[src/dcsf_map.svh]
// Constants for the L1 data cache snoop and flush block.
// Included by the package and the top module; holds definitions only.
`ifndef DCSF_MAP_SVH
`define DCSF_MAP_SVH

`define DCSF_ADDR_W     8
`define DCSF_IDX_W      2
`define DCSF_TAG_W      6
`define DCSF_LINES      4
`define DCSF_FIDX_W     3
`define DCSF_FIDX_END   3'h4
`define DCSF_POST_W     2
`define DCSF_POST_CLKS  2'h2

`endif

[src/dcsf_pkg.sv]
// Types shared by the snoop and flush block and its line store.
// Assumes the constant header sits beside it on the include path.
`include "dcsf_map.svh"
`default_nettype none

package dcsf_pkg;

	// Coherency state of one cache line.
	typedef enum logic [1:0] {
		MESI_I = 2'h0,
		MESI_S = 2'h1,
		MESI_E = 2'h2,
		MESI_M = 2'h3
	} dcsf_mesi_t;

	// One line: state and tag.
	typedef struct packed {
		dcsf_mesi_t                mesi;
		logic [`DCSF_TAG_W-1:0]    tag;
	} dcsf_line_t;

	// Kind of external bus cycle.
	typedef enum logic [1:0] {
		BC_READ   = 2'h0,
		BC_WRITE  = 2'h1,
		BC_WRBACK = 2'h2,
		BC_FLACK  = 2'h3
	} dcsf_bus_cmd_t;

	// Address and kind of the running bus cycle.
	typedef struct packed {
		dcsf_bus_cmd_t             cmd;
		logic [`DCSF_ADDR_W-1:0]   addr;
	} dcsf_bus_req_t;

	// Controller states.
	typedef enum logic [2:0] {
		ST_IDLE  = 3'h0,
		ST_ISSUE = 3'h1,
		ST_WAIT  = 3'h2,
		ST_POST  = 3'h3,
		ST_YIELD = 3'h4,
		ST_SCAN  = 3'h5
	} dcsf_state_t;

endpackage

`default_nettype wire

[src/dcsf_line_store.sv]
// Flip-flop store of line states and tags, one write port, two read ports.
// Assumes the owner never needs two writes in one cycle.
`include "dcsf_map.svh"
`default_nettype none

module dcsf_line_store (
	input  wire logic                    sys_clk,   // Bus clock.
	input  wire logic                    reset_n,   // Async reset, active low.
	input  wire logic                    wr_en,     // Write strobe.
	input  wire logic [`DCSF_IDX_W-1:0]  wr_idx,    // Line written.
	input  wire dcsf_pkg::dcsf_line_t    wr_line,   // Value written.
	input  wire logic [`DCSF_IDX_W-1:0]  a_idx,     // Read port A index.
	output      dcsf_pkg::dcsf_line_t    a_line,    // Read port A line.
	input  wire logic [`DCSF_IDX_W-1:0]  b_idx,     // Read port B index.
	output      dcsf_pkg::dcsf_line_t    b_line,    // Read port B line.
	output      logic                    any_mod    // Some line is modified.
);

	dcsf_pkg::dcsf_line_t line_ff  [`DCSF_LINES];
	dcsf_pkg::dcsf_line_t nxt_line [`DCSF_LINES];

	// Each line keeps its value unless the write port names it.
	for (genvar g = 0; g < `DCSF_LINES; g++) begin : g_line
		always_comb begin
			nxt_line[g] = line_ff[g];
			if (wr_en && wr_idx == `DCSF_IDX_W'(g)) begin
				nxt_line[g] = wr_line;
			end
		end

		always_ff @(posedge sys_clk or negedge reset_n) begin
			if (!reset_n) begin
				line_ff[g] <= '{mesi: dcsf_pkg::MESI_I, tag: '0};
			end else begin
				line_ff[g] <= nxt_line[g];
			end
		end
	end

	// Reads are combinational so a lookup and its update share a cycle.
	always_comb begin
		a_line  = line_ff[a_idx];
		b_line  = line_ff[b_idx];
		any_mod = 1'b0;
		for (int i = 0; i < `DCSF_LINES; i++) begin
			any_mod = any_mod | (line_ff[i].mesi == dcsf_pkg::MESI_M);
		end
	end

endmodule

`default_nettype wire

[src/dcsf_snoop_flush.sv]
// Coherency controller of a write-back L1 data cache: processor accesses,
// inquire snoops, bus back-off and bus yield, and the external flush.
// Assumes all inputs are synchronous to sys_clk and the requester holds
// cpu_req_valid until it sees cpu_done, dropping it in the following cycle.
//
// Notes on behaviour
// - A write hitting a shared line goes out as a bus write cycle.
// - A read-type snoop during a shared-line write leaves the line shared.
// - An unlocked write hitting an exclusive line makes it modified, no bus cycle.
// - Snoops from write strobe until two clocks after its ack wait behind it.
// - A write aborted by back-off or yield is rerun after the snoop.
// - Locked updates go to the bus and keep snoops ordered behind them.
// - Flush requests are ignored from acceptance until the acknowledge completes.
// - Every flush ends with a flush acknowledge bus cycle.
// - An accepted flush request is latched and never dropped.
`include "dcsf_map.svh"
`default_nettype none

module dcsf_snoop_flush (
	input  wire logic                   sys_clk,                   // Bus clock.
	input  wire logic                   reset_n,                   // Async reset.
	input  wire logic                   cpu_req_valid,             // Access held.
	input  wire logic                   cpu_req_write,             // 1 write.
	input  wire logic                   cpu_req_locked,            // Atomic.
	input  wire logic [`DCSF_ADDR_W-1:0] cpu_req_addr,             // Line addr.
	output      logic                   cpu_done,                  // Pulse.
	input  wire logic                   address_hold_request,      // Snoop hold.
	input  wire logic                   external_address_strobe_n, // Snoop strobe.
	input  wire logic                   snoop_invalidate,          // Kill line.
	input  wire logic [`DCSF_ADDR_W-1:0] snoop_addr,               // Snoop addr.
	output      logic                   snoop_hit,                 // Pulse.
	output      logic                   snoop_hit_modified,        // Pulse.
	output      logic                   cycle_start_strobe_n,      // Bus start.
	output      dcsf_pkg::dcsf_bus_req_t bus_req,                  // Cmd, addr.
	input  wire logic                   burst_ready_ack_n,         // Bus ack.
	input  wire logic                   bus_backoff_n,             // Abort.
	input  wire logic                   bus_yield_req,             // Yield.
	input  wire logic                   fill_shared,               // Fill as S.
	input  wire logic                   flush_request_n,           // Purge req.
	output      logic                   flush_busy                 // Flushing.
);

	dcsf_pkg::dcsf_state_t   state_ff, nxt_state;
	dcsf_pkg::dcsf_bus_req_t bus_ff, nxt_bus;
	logic                    strobe_n_ff, nxt_strobe_n;
	logic [`DCSF_POST_W-1:0] post_ff, nxt_post;
	logic [`DCSF_FIDX_W-1:0] fidx_ff, nxt_fidx;
	logic                    flushing_ff, nxt_flushing;
	logic                    fpend_ff, nxt_fpend;
	logic                    spend_ff, nxt_spend;
	logic [`DCSF_ADDR_W-1:0] saddr_ff, nxt_saddr;
	logic                    sinv_ff, nxt_sinv;
	logic                    done_ff, nxt_done;
	logic                    shit_ff, nxt_shit;
	logic                    shitm_ff, nxt_shitm;
	logic                    locked_ff, nxt_locked;

	logic                    st_wr_en;
	logic [`DCSF_IDX_W-1:0]  st_wr_idx;
	dcsf_pkg::dcsf_line_t    st_wr_line;
	logic [`DCSF_IDX_W-1:0]  a_idx;
	dcsf_pkg::dcsf_line_t    a_line;
	dcsf_pkg::dcsf_line_t    b_line;
	logic                    any_mod;
	logic                    take_req, cpu_hit, snp_apply, snp_hit, snp_new;

	// Tag match on a valid line; shared by processor and snoop lookups.
	function automatic logic line_hit(input dcsf_pkg::dcsf_line_t ln,
			input logic [`DCSF_ADDR_W-1:0] addr);
		line_hit = (ln.mesi != dcsf_pkg::MESI_I) &&
			(ln.tag == addr[`DCSF_ADDR_W-1:`DCSF_IDX_W]);
	endfunction

	dcsf_line_store u_store (
		.sys_clk (sys_clk),
		.reset_n (reset_n),
		.wr_en   (st_wr_en),
		.wr_idx  (st_wr_idx),
		.wr_line (st_wr_line),
		.a_idx   (a_idx),
		.a_line  (a_line),
		.b_idx   (saddr_ff[`DCSF_IDX_W-1:0]),
		.b_line  (b_line),
		.any_mod (any_mod)
	);

	// Port A follows the processor in idle, the scan index while flushing.
	assign a_idx = (state_ff == dcsf_pkg::ST_IDLE) ? cpu_req_addr[`DCSF_IDX_W-1:0] :
		(state_ff == dcsf_pkg::ST_SCAN) ? fidx_ff[`DCSF_IDX_W-1:0] :
		bus_ff.addr[`DCSF_IDX_W-1:0];
	assign cpu_hit  = line_hit(a_line, cpu_req_addr);
	assign snp_hit  = line_hit(b_line, saddr_ff);
	assign snp_new  = address_hold_request && !external_address_strobe_n;
	// Snoops are only applied outside a bus cycle and its two-clock tail,
	// which keeps the internal order equal to the bus order.
	assign snp_apply = spend_ff && (state_ff == dcsf_pkg::ST_IDLE ||
		state_ff == dcsf_pkg::ST_YIELD);
	assign take_req = state_ff == dcsf_pkg::ST_IDLE && !spend_ff && !fpend_ff &&
		cpu_req_valid && !done_ff;

	// Next-state logic for the controller, the latches and the line store.
	always_comb begin
		nxt_state    = state_ff;
		nxt_bus      = bus_ff;
		nxt_strobe_n = 1'b1;
		nxt_post     = post_ff;
		nxt_fidx     = fidx_ff;
		nxt_flushing = flushing_ff;
		nxt_done     = 1'b0;
		nxt_shit     = 1'b0;
		nxt_shitm    = 1'b0;
		nxt_locked   = locked_ff;
		st_wr_en     = 1'b0;
		st_wr_idx    = a_idx;
		st_wr_line   = a_line;
		// A new snoop wins over the clear of the one being applied.
		nxt_spend    = snp_new | (spend_ff & ~snp_apply);
		nxt_saddr    = snp_new ? snoop_addr : saddr_ff;
		nxt_sinv     = snp_new ? snoop_invalidate : sinv_ff;
		// Latched on any cycle it is seen outside a flush, whatever the core is doing.
		nxt_fpend    = fpend_ff | (!flush_request_n && !flushing_ff);
		unique case (state_ff)
			dcsf_pkg::ST_IDLE: begin
				if (snp_apply) begin
					nxt_state = dcsf_pkg::ST_IDLE;
				end else if (fpend_ff) begin
					nxt_fpend    = 1'b0;
					nxt_flushing = 1'b1;
					nxt_fidx     = '0;
					nxt_state    = dcsf_pkg::ST_SCAN;
				end else if (take_req) begin
					nxt_locked   = cpu_req_locked;
					nxt_bus.addr = cpu_req_addr;
					if (!cpu_req_write) begin
						nxt_done    = cpu_hit;
						nxt_bus.cmd = dcsf_pkg::BC_READ;
						nxt_state   = cpu_hit ? dcsf_pkg::ST_IDLE : dcsf_pkg::ST_ISSUE;
					end else if (cpu_hit && !cpu_req_locked &&
							a_line.mesi inside {dcsf_pkg::MESI_E, dcsf_pkg::MESI_M}) begin
						st_wr_en        = 1'b1;
						st_wr_line.mesi = dcsf_pkg::MESI_M;
						nxt_done        = 1'b1;
					end else begin
						nxt_bus.cmd = dcsf_pkg::BC_WRITE;
						nxt_state   = dcsf_pkg::ST_ISSUE;
					end
				end
			end
			dcsf_pkg::ST_ISSUE: begin
				if (bus_yield_req || !bus_backoff_n) begin
					nxt_state = dcsf_pkg::ST_YIELD;
				end else begin
					nxt_strobe_n = 1'b0;
					nxt_state    = dcsf_pkg::ST_WAIT;
				end
			end
			dcsf_pkg::ST_WAIT: begin
				if (!bus_backoff_n) begin
					nxt_state = dcsf_pkg::ST_YIELD;
				end else if (!burst_ready_ack_n) begin
					nxt_state = dcsf_pkg::ST_POST;
					nxt_post  = `DCSF_POST_W'(`DCSF_POST_CLKS - 2'h1);
					unique case (bus_ff.cmd)
						dcsf_pkg::BC_READ: begin
							// A modified victim is kept rather than lost; the read
							// then simply stays uncached.
							st_wr_en   = a_line.mesi != dcsf_pkg::MESI_M;
							st_wr_line = '{mesi: fill_shared ? dcsf_pkg::MESI_S :
								dcsf_pkg::MESI_E,
								tag: bus_ff.addr[`DCSF_ADDR_W-1:`DCSF_IDX_W]};
							nxt_done   = 1'b1;
						end
						dcsf_pkg::BC_WRITE: begin
							nxt_done = 1'b1;
						end
						dcsf_pkg::BC_WRBACK: begin
							st_wr_en        = 1'b1;
							st_wr_line.mesi = dcsf_pkg::MESI_I;
						end
						dcsf_pkg::BC_FLACK: begin
							nxt_flushing = 1'b0;
						end
					endcase
				end
			end
			dcsf_pkg::ST_POST: begin
				if (post_ff == '0) begin
					if (bus_ff.cmd == dcsf_pkg::BC_WRBACK) begin
						nxt_fidx  = fidx_ff + `DCSF_FIDX_W'(1);
						nxt_state = dcsf_pkg::ST_SCAN;
					end else begin
						nxt_state = dcsf_pkg::ST_IDLE;
					end
				end else begin
					nxt_post = post_ff - `DCSF_POST_W'(1);
				end
			end
			dcsf_pkg::ST_YIELD: begin
				if (!spend_ff && !bus_yield_req && bus_backoff_n) begin
					nxt_state = dcsf_pkg::ST_ISSUE;
				end
			end
			dcsf_pkg::ST_SCAN: begin
				if (fidx_ff == `DCSF_FIDX_END) begin
					nxt_bus   = '{cmd: dcsf_pkg::BC_FLACK, addr: '0};
					nxt_state = dcsf_pkg::ST_ISSUE;
				end else if (a_line.mesi == dcsf_pkg::MESI_M) begin
					nxt_bus   = '{cmd: dcsf_pkg::BC_WRBACK,
						addr: {a_line.tag, fidx_ff[`DCSF_IDX_W-1:0]}};
					nxt_state = dcsf_pkg::ST_ISSUE;
				end else begin
					st_wr_en        = 1'b1;
					st_wr_line.mesi = dcsf_pkg::MESI_I;
					nxt_fidx        = fidx_ff + `DCSF_FIDX_W'(1);
				end
			end
			default: begin
				nxt_state = dcsf_pkg::ST_IDLE;
			end
		endcase
		// An inquire never raises a line: M, E and S go to S, or to I when it invalidates.
		if (snp_apply) begin
			st_wr_en   = snp_hit;
			st_wr_idx  = saddr_ff[`DCSF_IDX_W-1:0];
			st_wr_line = '{mesi: sinv_ff ? dcsf_pkg::MESI_I : dcsf_pkg::MESI_S,
				tag: b_line.tag};
			nxt_shit   = snp_hit;
			nxt_shitm  = snp_hit && b_line.mesi == dcsf_pkg::MESI_M;
		end
	end

	// Registers only; every output is one of these flops.
	always_ff @(posedge sys_clk or negedge reset_n) begin
		if (!reset_n) begin
			state_ff    <= dcsf_pkg::ST_IDLE;
			bus_ff      <= '{cmd: dcsf_pkg::BC_READ, addr: '0};
			strobe_n_ff <= 1'b1;
			post_ff     <= '0;
			fidx_ff     <= '0;
			flushing_ff <= 1'b0;
			fpend_ff    <= 1'b0;
			spend_ff    <= 1'b0;
			saddr_ff    <= '0;
			sinv_ff     <= 1'b0;
			done_ff     <= 1'b0;
			shit_ff     <= 1'b0;
			shitm_ff    <= 1'b0;
			locked_ff   <= 1'b0;
		end else begin
			state_ff    <= nxt_state;
			bus_ff      <= nxt_bus;
			strobe_n_ff <= nxt_strobe_n;
			post_ff     <= nxt_post;
			fidx_ff     <= nxt_fidx;
			flushing_ff <= nxt_flushing;
			fpend_ff    <= nxt_fpend;
			spend_ff    <= nxt_spend;
			saddr_ff    <= nxt_saddr;
			sinv_ff     <= nxt_sinv;
			done_ff     <= nxt_done;
			shit_ff     <= nxt_shit;
			shitm_ff    <= nxt_shitm;
			locked_ff   <= nxt_locked;
		end
	end

	assign cpu_done             = done_ff;
	assign snoop_hit            = shit_ff;
	assign snoop_hit_modified   = shitm_ff;
	assign cycle_start_strobe_n = strobe_n_ff;
	assign bus_req              = bus_ff;
	assign flush_busy           = flushing_ff;
endmodule

`default_nettype wire

[config.mk]
export PLATFORM = sky130hd
export DESIGN_NAME = dcsf_snoop_flush
export DESIGN_NICKNAME = d
export VERILOG_FILES = /design/src/dcsf_pkg.sv /design/src/dcsf_line_store.sv /design/src/dcsf_snoop_flush.sv
export VERILOG_INCLUDE_DIRS = /design/src /design/src/src
export SDC_FILE = /design/constraint.sdc
export NUM_CORES = 1
export LEC_CHECK = 0
export BUFFER_PORTS_ARGS = -buffer_cell sky130_fd_sc_hd__buf_2
export CORE_UTILIZATION = 64
export CTS_CLUSTER_DIAMETER = 120
export DETAILED_ROUTE_END_ITERATION = 7
export PLACE_DENSITY = 0.86
export RECOVER_POWER = 50
export SYNTH_ARGS = -nofsm -noshare
export SYNTH_HDL_FRONTEND = slang
export SYNTH_SLANG_ARGS = --single-unit
[constraint.sdc]
create_clock -name sys_clk -period 4.83 [get_ports sys_clk]
set_input_delay 1.449 -clock sys_clk [delete_from_list [all_inputs] [get_ports sys_clk]]
set_output_delay 1.449 -clock sys_clk [all_outputs]
set_load 0.05 [all_outputs]
==> flow_summary_export.csv <==
group,metric,value,unit
status,outcome,"finished with violations",
status,failed_checks,"max-capacitance violations, max-slew violations",
power,internal_power,1.81,mW
floorplanning,floorplan.core_area,5960,um^2
route,drt-pass1-iter-count,5,
worst_setup_path,cp_data_required_time,5060,ps
global_routing,grt_pass1_wl,16500,um
route,drt_iter0_drcs,198,
timing,max_slew_margin,-0.535,
global_routing,globalRouteOverflowTotal,0,
yosys,synth_top_cells_by_area,"sky130_fd_sc_hd__dfrtp_1, sky130_fd_sc_hd__mux2_2, sky130_fd_sc_hd__mux4_2, sky130_fd_sc_hd__nor2_1, sky130_fd_sc_hd__mux2_1",
route,detail_route.wl_per_cell,19.7,um
cts,clock_root_buffer_master,"sky130_fd_sc_hd__clkbuf_8",
timing,total_negative_setup_slacks,0,ps
cells_and_area,layout_commonest_cell,"sky130_fd_sc_hd__dfrtp_1",
worst_setup_path,crit_path_cell_trace,"nor3b_1, o21ai_1, nand2_2, a211oi_1, nor3_1, nand4b_1, nor4_4, o21ai_2, mux2_1",
placement,dp_slack,342,ps
global_routing,groute.usage.overall,0.343,
worst_setup_path,slowest_stage,"sky130_fd_sc_hd__o21ai_1",
cells_and_area,finalNetCount,470,
power,power.density_cell_area,791,nW/um^2
worst_setup_path,end_kind,"register",
cells_and_area,antenna_cells,0,
placement,port-buffer-count,43,
floorplanning,initial_core_util,0.668,
route,drt.antenna.violating_nets,0,
timing,rsz0062_at_grt,"false",
worst_setup_path,cp-start-kind,"register",
worst_setup_path,critical_path_arrival,4540,ps
yosys,synth_seq_cells,66,
cells_and_area,layout.filler_cells,445,
timing,worst_slack,517,ps
cts,cts_tree,"yes",
route,route.detailed.vias_per_inst,6.74,
worst_setup_path,cp_max_fo,20,
worst_setup_path,critPathTopFamily,"simple AND/OR/NAND/NOR gates",
cts,clock_sinks,66,
timing,report.final.slew_viol_count,43,
floorplanning,fp.dieW,80.8,um
yosys,sequential_share_of_the_synthesized_area,0.415,
worst_setup_path,worst_path_max_stage_delay,690,ps
timing,final.setup_skew,7.70,ps
cts,cts_htree_levels,3,
power,leakage,1.97,nW
worst_setup_path,worst-path-buf-inv,0,
yosys,synth_cell_type_count,64,
placement,dpl.hpwl,7590,um
power,worst_ir_drop_vdd,0.416,mV
timing,timing.final.crit_period,4310,ps
route,detailroute.via_count,3484,
power,switching_power,1.72,mW
yosys,syn_nets,428,
worst_setup_path,critical_path_class,"reg2reg",
global_routing,grt_pass1_vias,3322,
cells_and_area,layout.cells.most_common_list,"sky130_fd_sc_hd__dfrtp_1, sky130_fd_sc_hd__buf_2, sky130_fd_sc_hd__nor2_1",
yosys,gate_count_of_the_mapped_netlist,396,
cells_and_area,multi_input_area,2200,um^2
route,postRouteWirelength,10200,um
floorplanning,fp.dieArea,6540,um^2
cts,clkSlewWorstSetupHoldPaths,70,ps
timing,hold_viol_final,0,
timing,tightestPinTransition,2300,ps
yosys,syn-mean-instance-area,10.0,um^2
power,p_seq_frac,0.284,
cts,cts_setup_buffers,0,
yosys,synth_enable_flop_cells,0,
timing,timing.fmax,232,MHz
floorplanning,num_rows,28,
cells_and_area,seq_area,1650,um^2
cts,cts_hold_repair.buffers,0,
yosys,yosysTopAreaCellShare,0.409,
cts,number_of_buffers_inserted_during_clock_tree_synthesis,9,
power,power.clock.fraction,0.141,
yosys,synthArstFlopShare,1.00,
floorplanning,die_h,80.8,um
placement,place.gp.congestion,0.976,
yosys,synth.largest_area_cell,"sky130_fd_sc_hd__dfrtp_1",
yosys,synth-main-ff-cell,"sky130_fd_sc_hd__dfrtp_1",
min_path,timing.hold.worst.class,"reg2reg",
power,comb_power_frac,0.574,
cts,cts_max_path_buffers,2,
yosys,mappedNetlistArea,3980,um^2
job,maxCapViolations,1,
floorplanning,floorplan.io_pins,44,
cells_and_area,area_added_between_synthesis_and_finish,12.1,%
power,power.total,3.53,mW
route,drc,0,
timing,finalSetupViolCount,0,
cts,post_cts.resized_instances,0,
power,power.switching_fraction,0.486,
cells_and_area,post_route_cells_drive_above_1_share,0.249,
cts,worst_skew_pair.late_latency,350,ps
cells_and_area,finalNonFillerCells,517,
placement,place_inst,502,
timing,fin_crit_sh,0.893,
global_routing,antenna_found_initial,0,
yosys,yosys_warnings,0,
global_routing,grt_start_max_net_pins,43,
## worst reg2reg max path: stages, from the launching register on
cell and delay (ps):
sky130_fd_sc_hd__dfrtp_1 610, sky130_fd_sc_hd__nor3b_1 270, sky130_fd_sc_hd__o21ai_1 690, sky130_fd_sc_hd__nand2_2 410, sky130_fd_sc_hd__a211oi_1 570, sky130_fd_sc_hd__nor3_1 90, sky130_fd_sc_hd__nand4b_1 260, sky130_fd_sc_hd__nor4_4 650
sky130_fd_sc_hd__o21ai_2 280, sky130_fd_sc_hd__mux2_1 370
## power by group through the flow
stage | clock network [mW] | logic [mW] | registers [mW]
after detailed placement | 0 | 1.99 | 0.998
after global placement | 0 | 1.91 | 0.987
after CTS | 0.503 | 1.99 | 0.988
after global routing | 0.532 | 2.20 | 1.03
final | 0.499 | 2.03 | 1.00
after floorplan | 0 | 1.43 | 1.03
## state kept, by name, indices dropped and copies added, names as in the netlist
| register | cells |
|---|---|
| u_store.line_ff | 32 |
| bus_req | 10 |
| saddr_ff | 8 |
| fidx_ff | 3 |
| state_ff | 3 |
| post_ff | 2 |
| cpu_done | 1 |
| cycle_start_strobe_n | 1 |
| flush_busy | 1 |
| fpend_ff | 1 |
| sinv_ff | 1 |
| snoop_hit | 1 |
| snoop_hit_modified | 1 |
| spend_ff | 1 |
## per-layer routing
layer  wire length, um  vias up  track usage  part of all wire
li1                  -     1581            -                 -
met1              4210     1677        0.449              0.41
met2              4920      197        0.550              0.48
met3               764       29       0.0843             0.075
met4               292        0        0.129             0.029
met5                 0        -            0                 0
## cell type report
type                            instances  share of cell area
Clock buffer                            9              0.0278
Multi-Input combinational cell        298               0.494
Inverter                               14              0.0118
Clock inverter                          6              0.0185
Timing Repair Buffer                   49              0.0567
Sequential cell                        66               0.371
Tap cell                               75              0.0210
## cell usage after synthesis, drive strengths merged (4+ instances only)
cell,instances
a211o,5
a211oi,11
a21o,4
a21oi,20
a22oi,7
a31oi,5
and2,4
and3,16
buf,4
clkbuf,14
dfrtp,65
inv,14
mux2,37
mux2i,7
mux4,8
nand2,25
nand3,10
nor2,30
nor2b,7
nor3,15
o211ai,6
o21ai,24
or3,4
xnor2,4
xor2,4
## through the flow
stage	util	area (um^2)	hold slack [ps]
2_1_floorplan	-	3980	445
3_3_place_gp	0.716	4260	459
3_5_place_dp	0.716	4260	469
4_1_cts	0.750	4470	477
5_1_grt	0.749	4460	513
6_report	0.749	4460	473
## path summary, 6_finish.rpt
| kind | start | slack (ps) | endpoint | cells after the start |
|---|---|---|---|---|
| worst max-delay path | state_ff[2]$_DFFE_PN0P_ | 520 | u_store.line_ff[7]$_DFFE_PN0P_ | 9 |
| worst min-delay path | post_ff[0]$_DFFE_PN0P_ | 470 | post_ff[0]$_DFFE_PN0P_ | 1 |
| worst max register to register | state_ff[2]$_DFFE_PN0P_ | 520 | u_store.line_ff[7]$_DFFE_PN0P_ | 9 |
| worst min register to register | post_ff[0]$_DFFE_PN0P_ | 470 | post_ff[0]$_DFFE_PN0P_ | 1 |
| max in group asynchronous | reset_n | 910 | u_store.line_ff[19]$_DFFE_PN0P_ | 2 |
| min in group asynchronous | reset_n | 1780 | post_ff[0]$_DFFE_PN0P_ | 1 |
## cell families after synthesis
kind of cell | count (synthesis) | synth area share
AO/OA/AOI/OAI | 105 | 0.187
XOR/XNOR | 8 | 0.0176
adder cells (fa/ha/maj) | 3 | 0.00943
buffers and inverters | 32 | 0.0311
flip-flops | 66 | 0.415
multiplexers | 52 | 0.168
AND/OR/NAND/NOR | 130 | 0.172
Power figures use the tool's default switching activity.
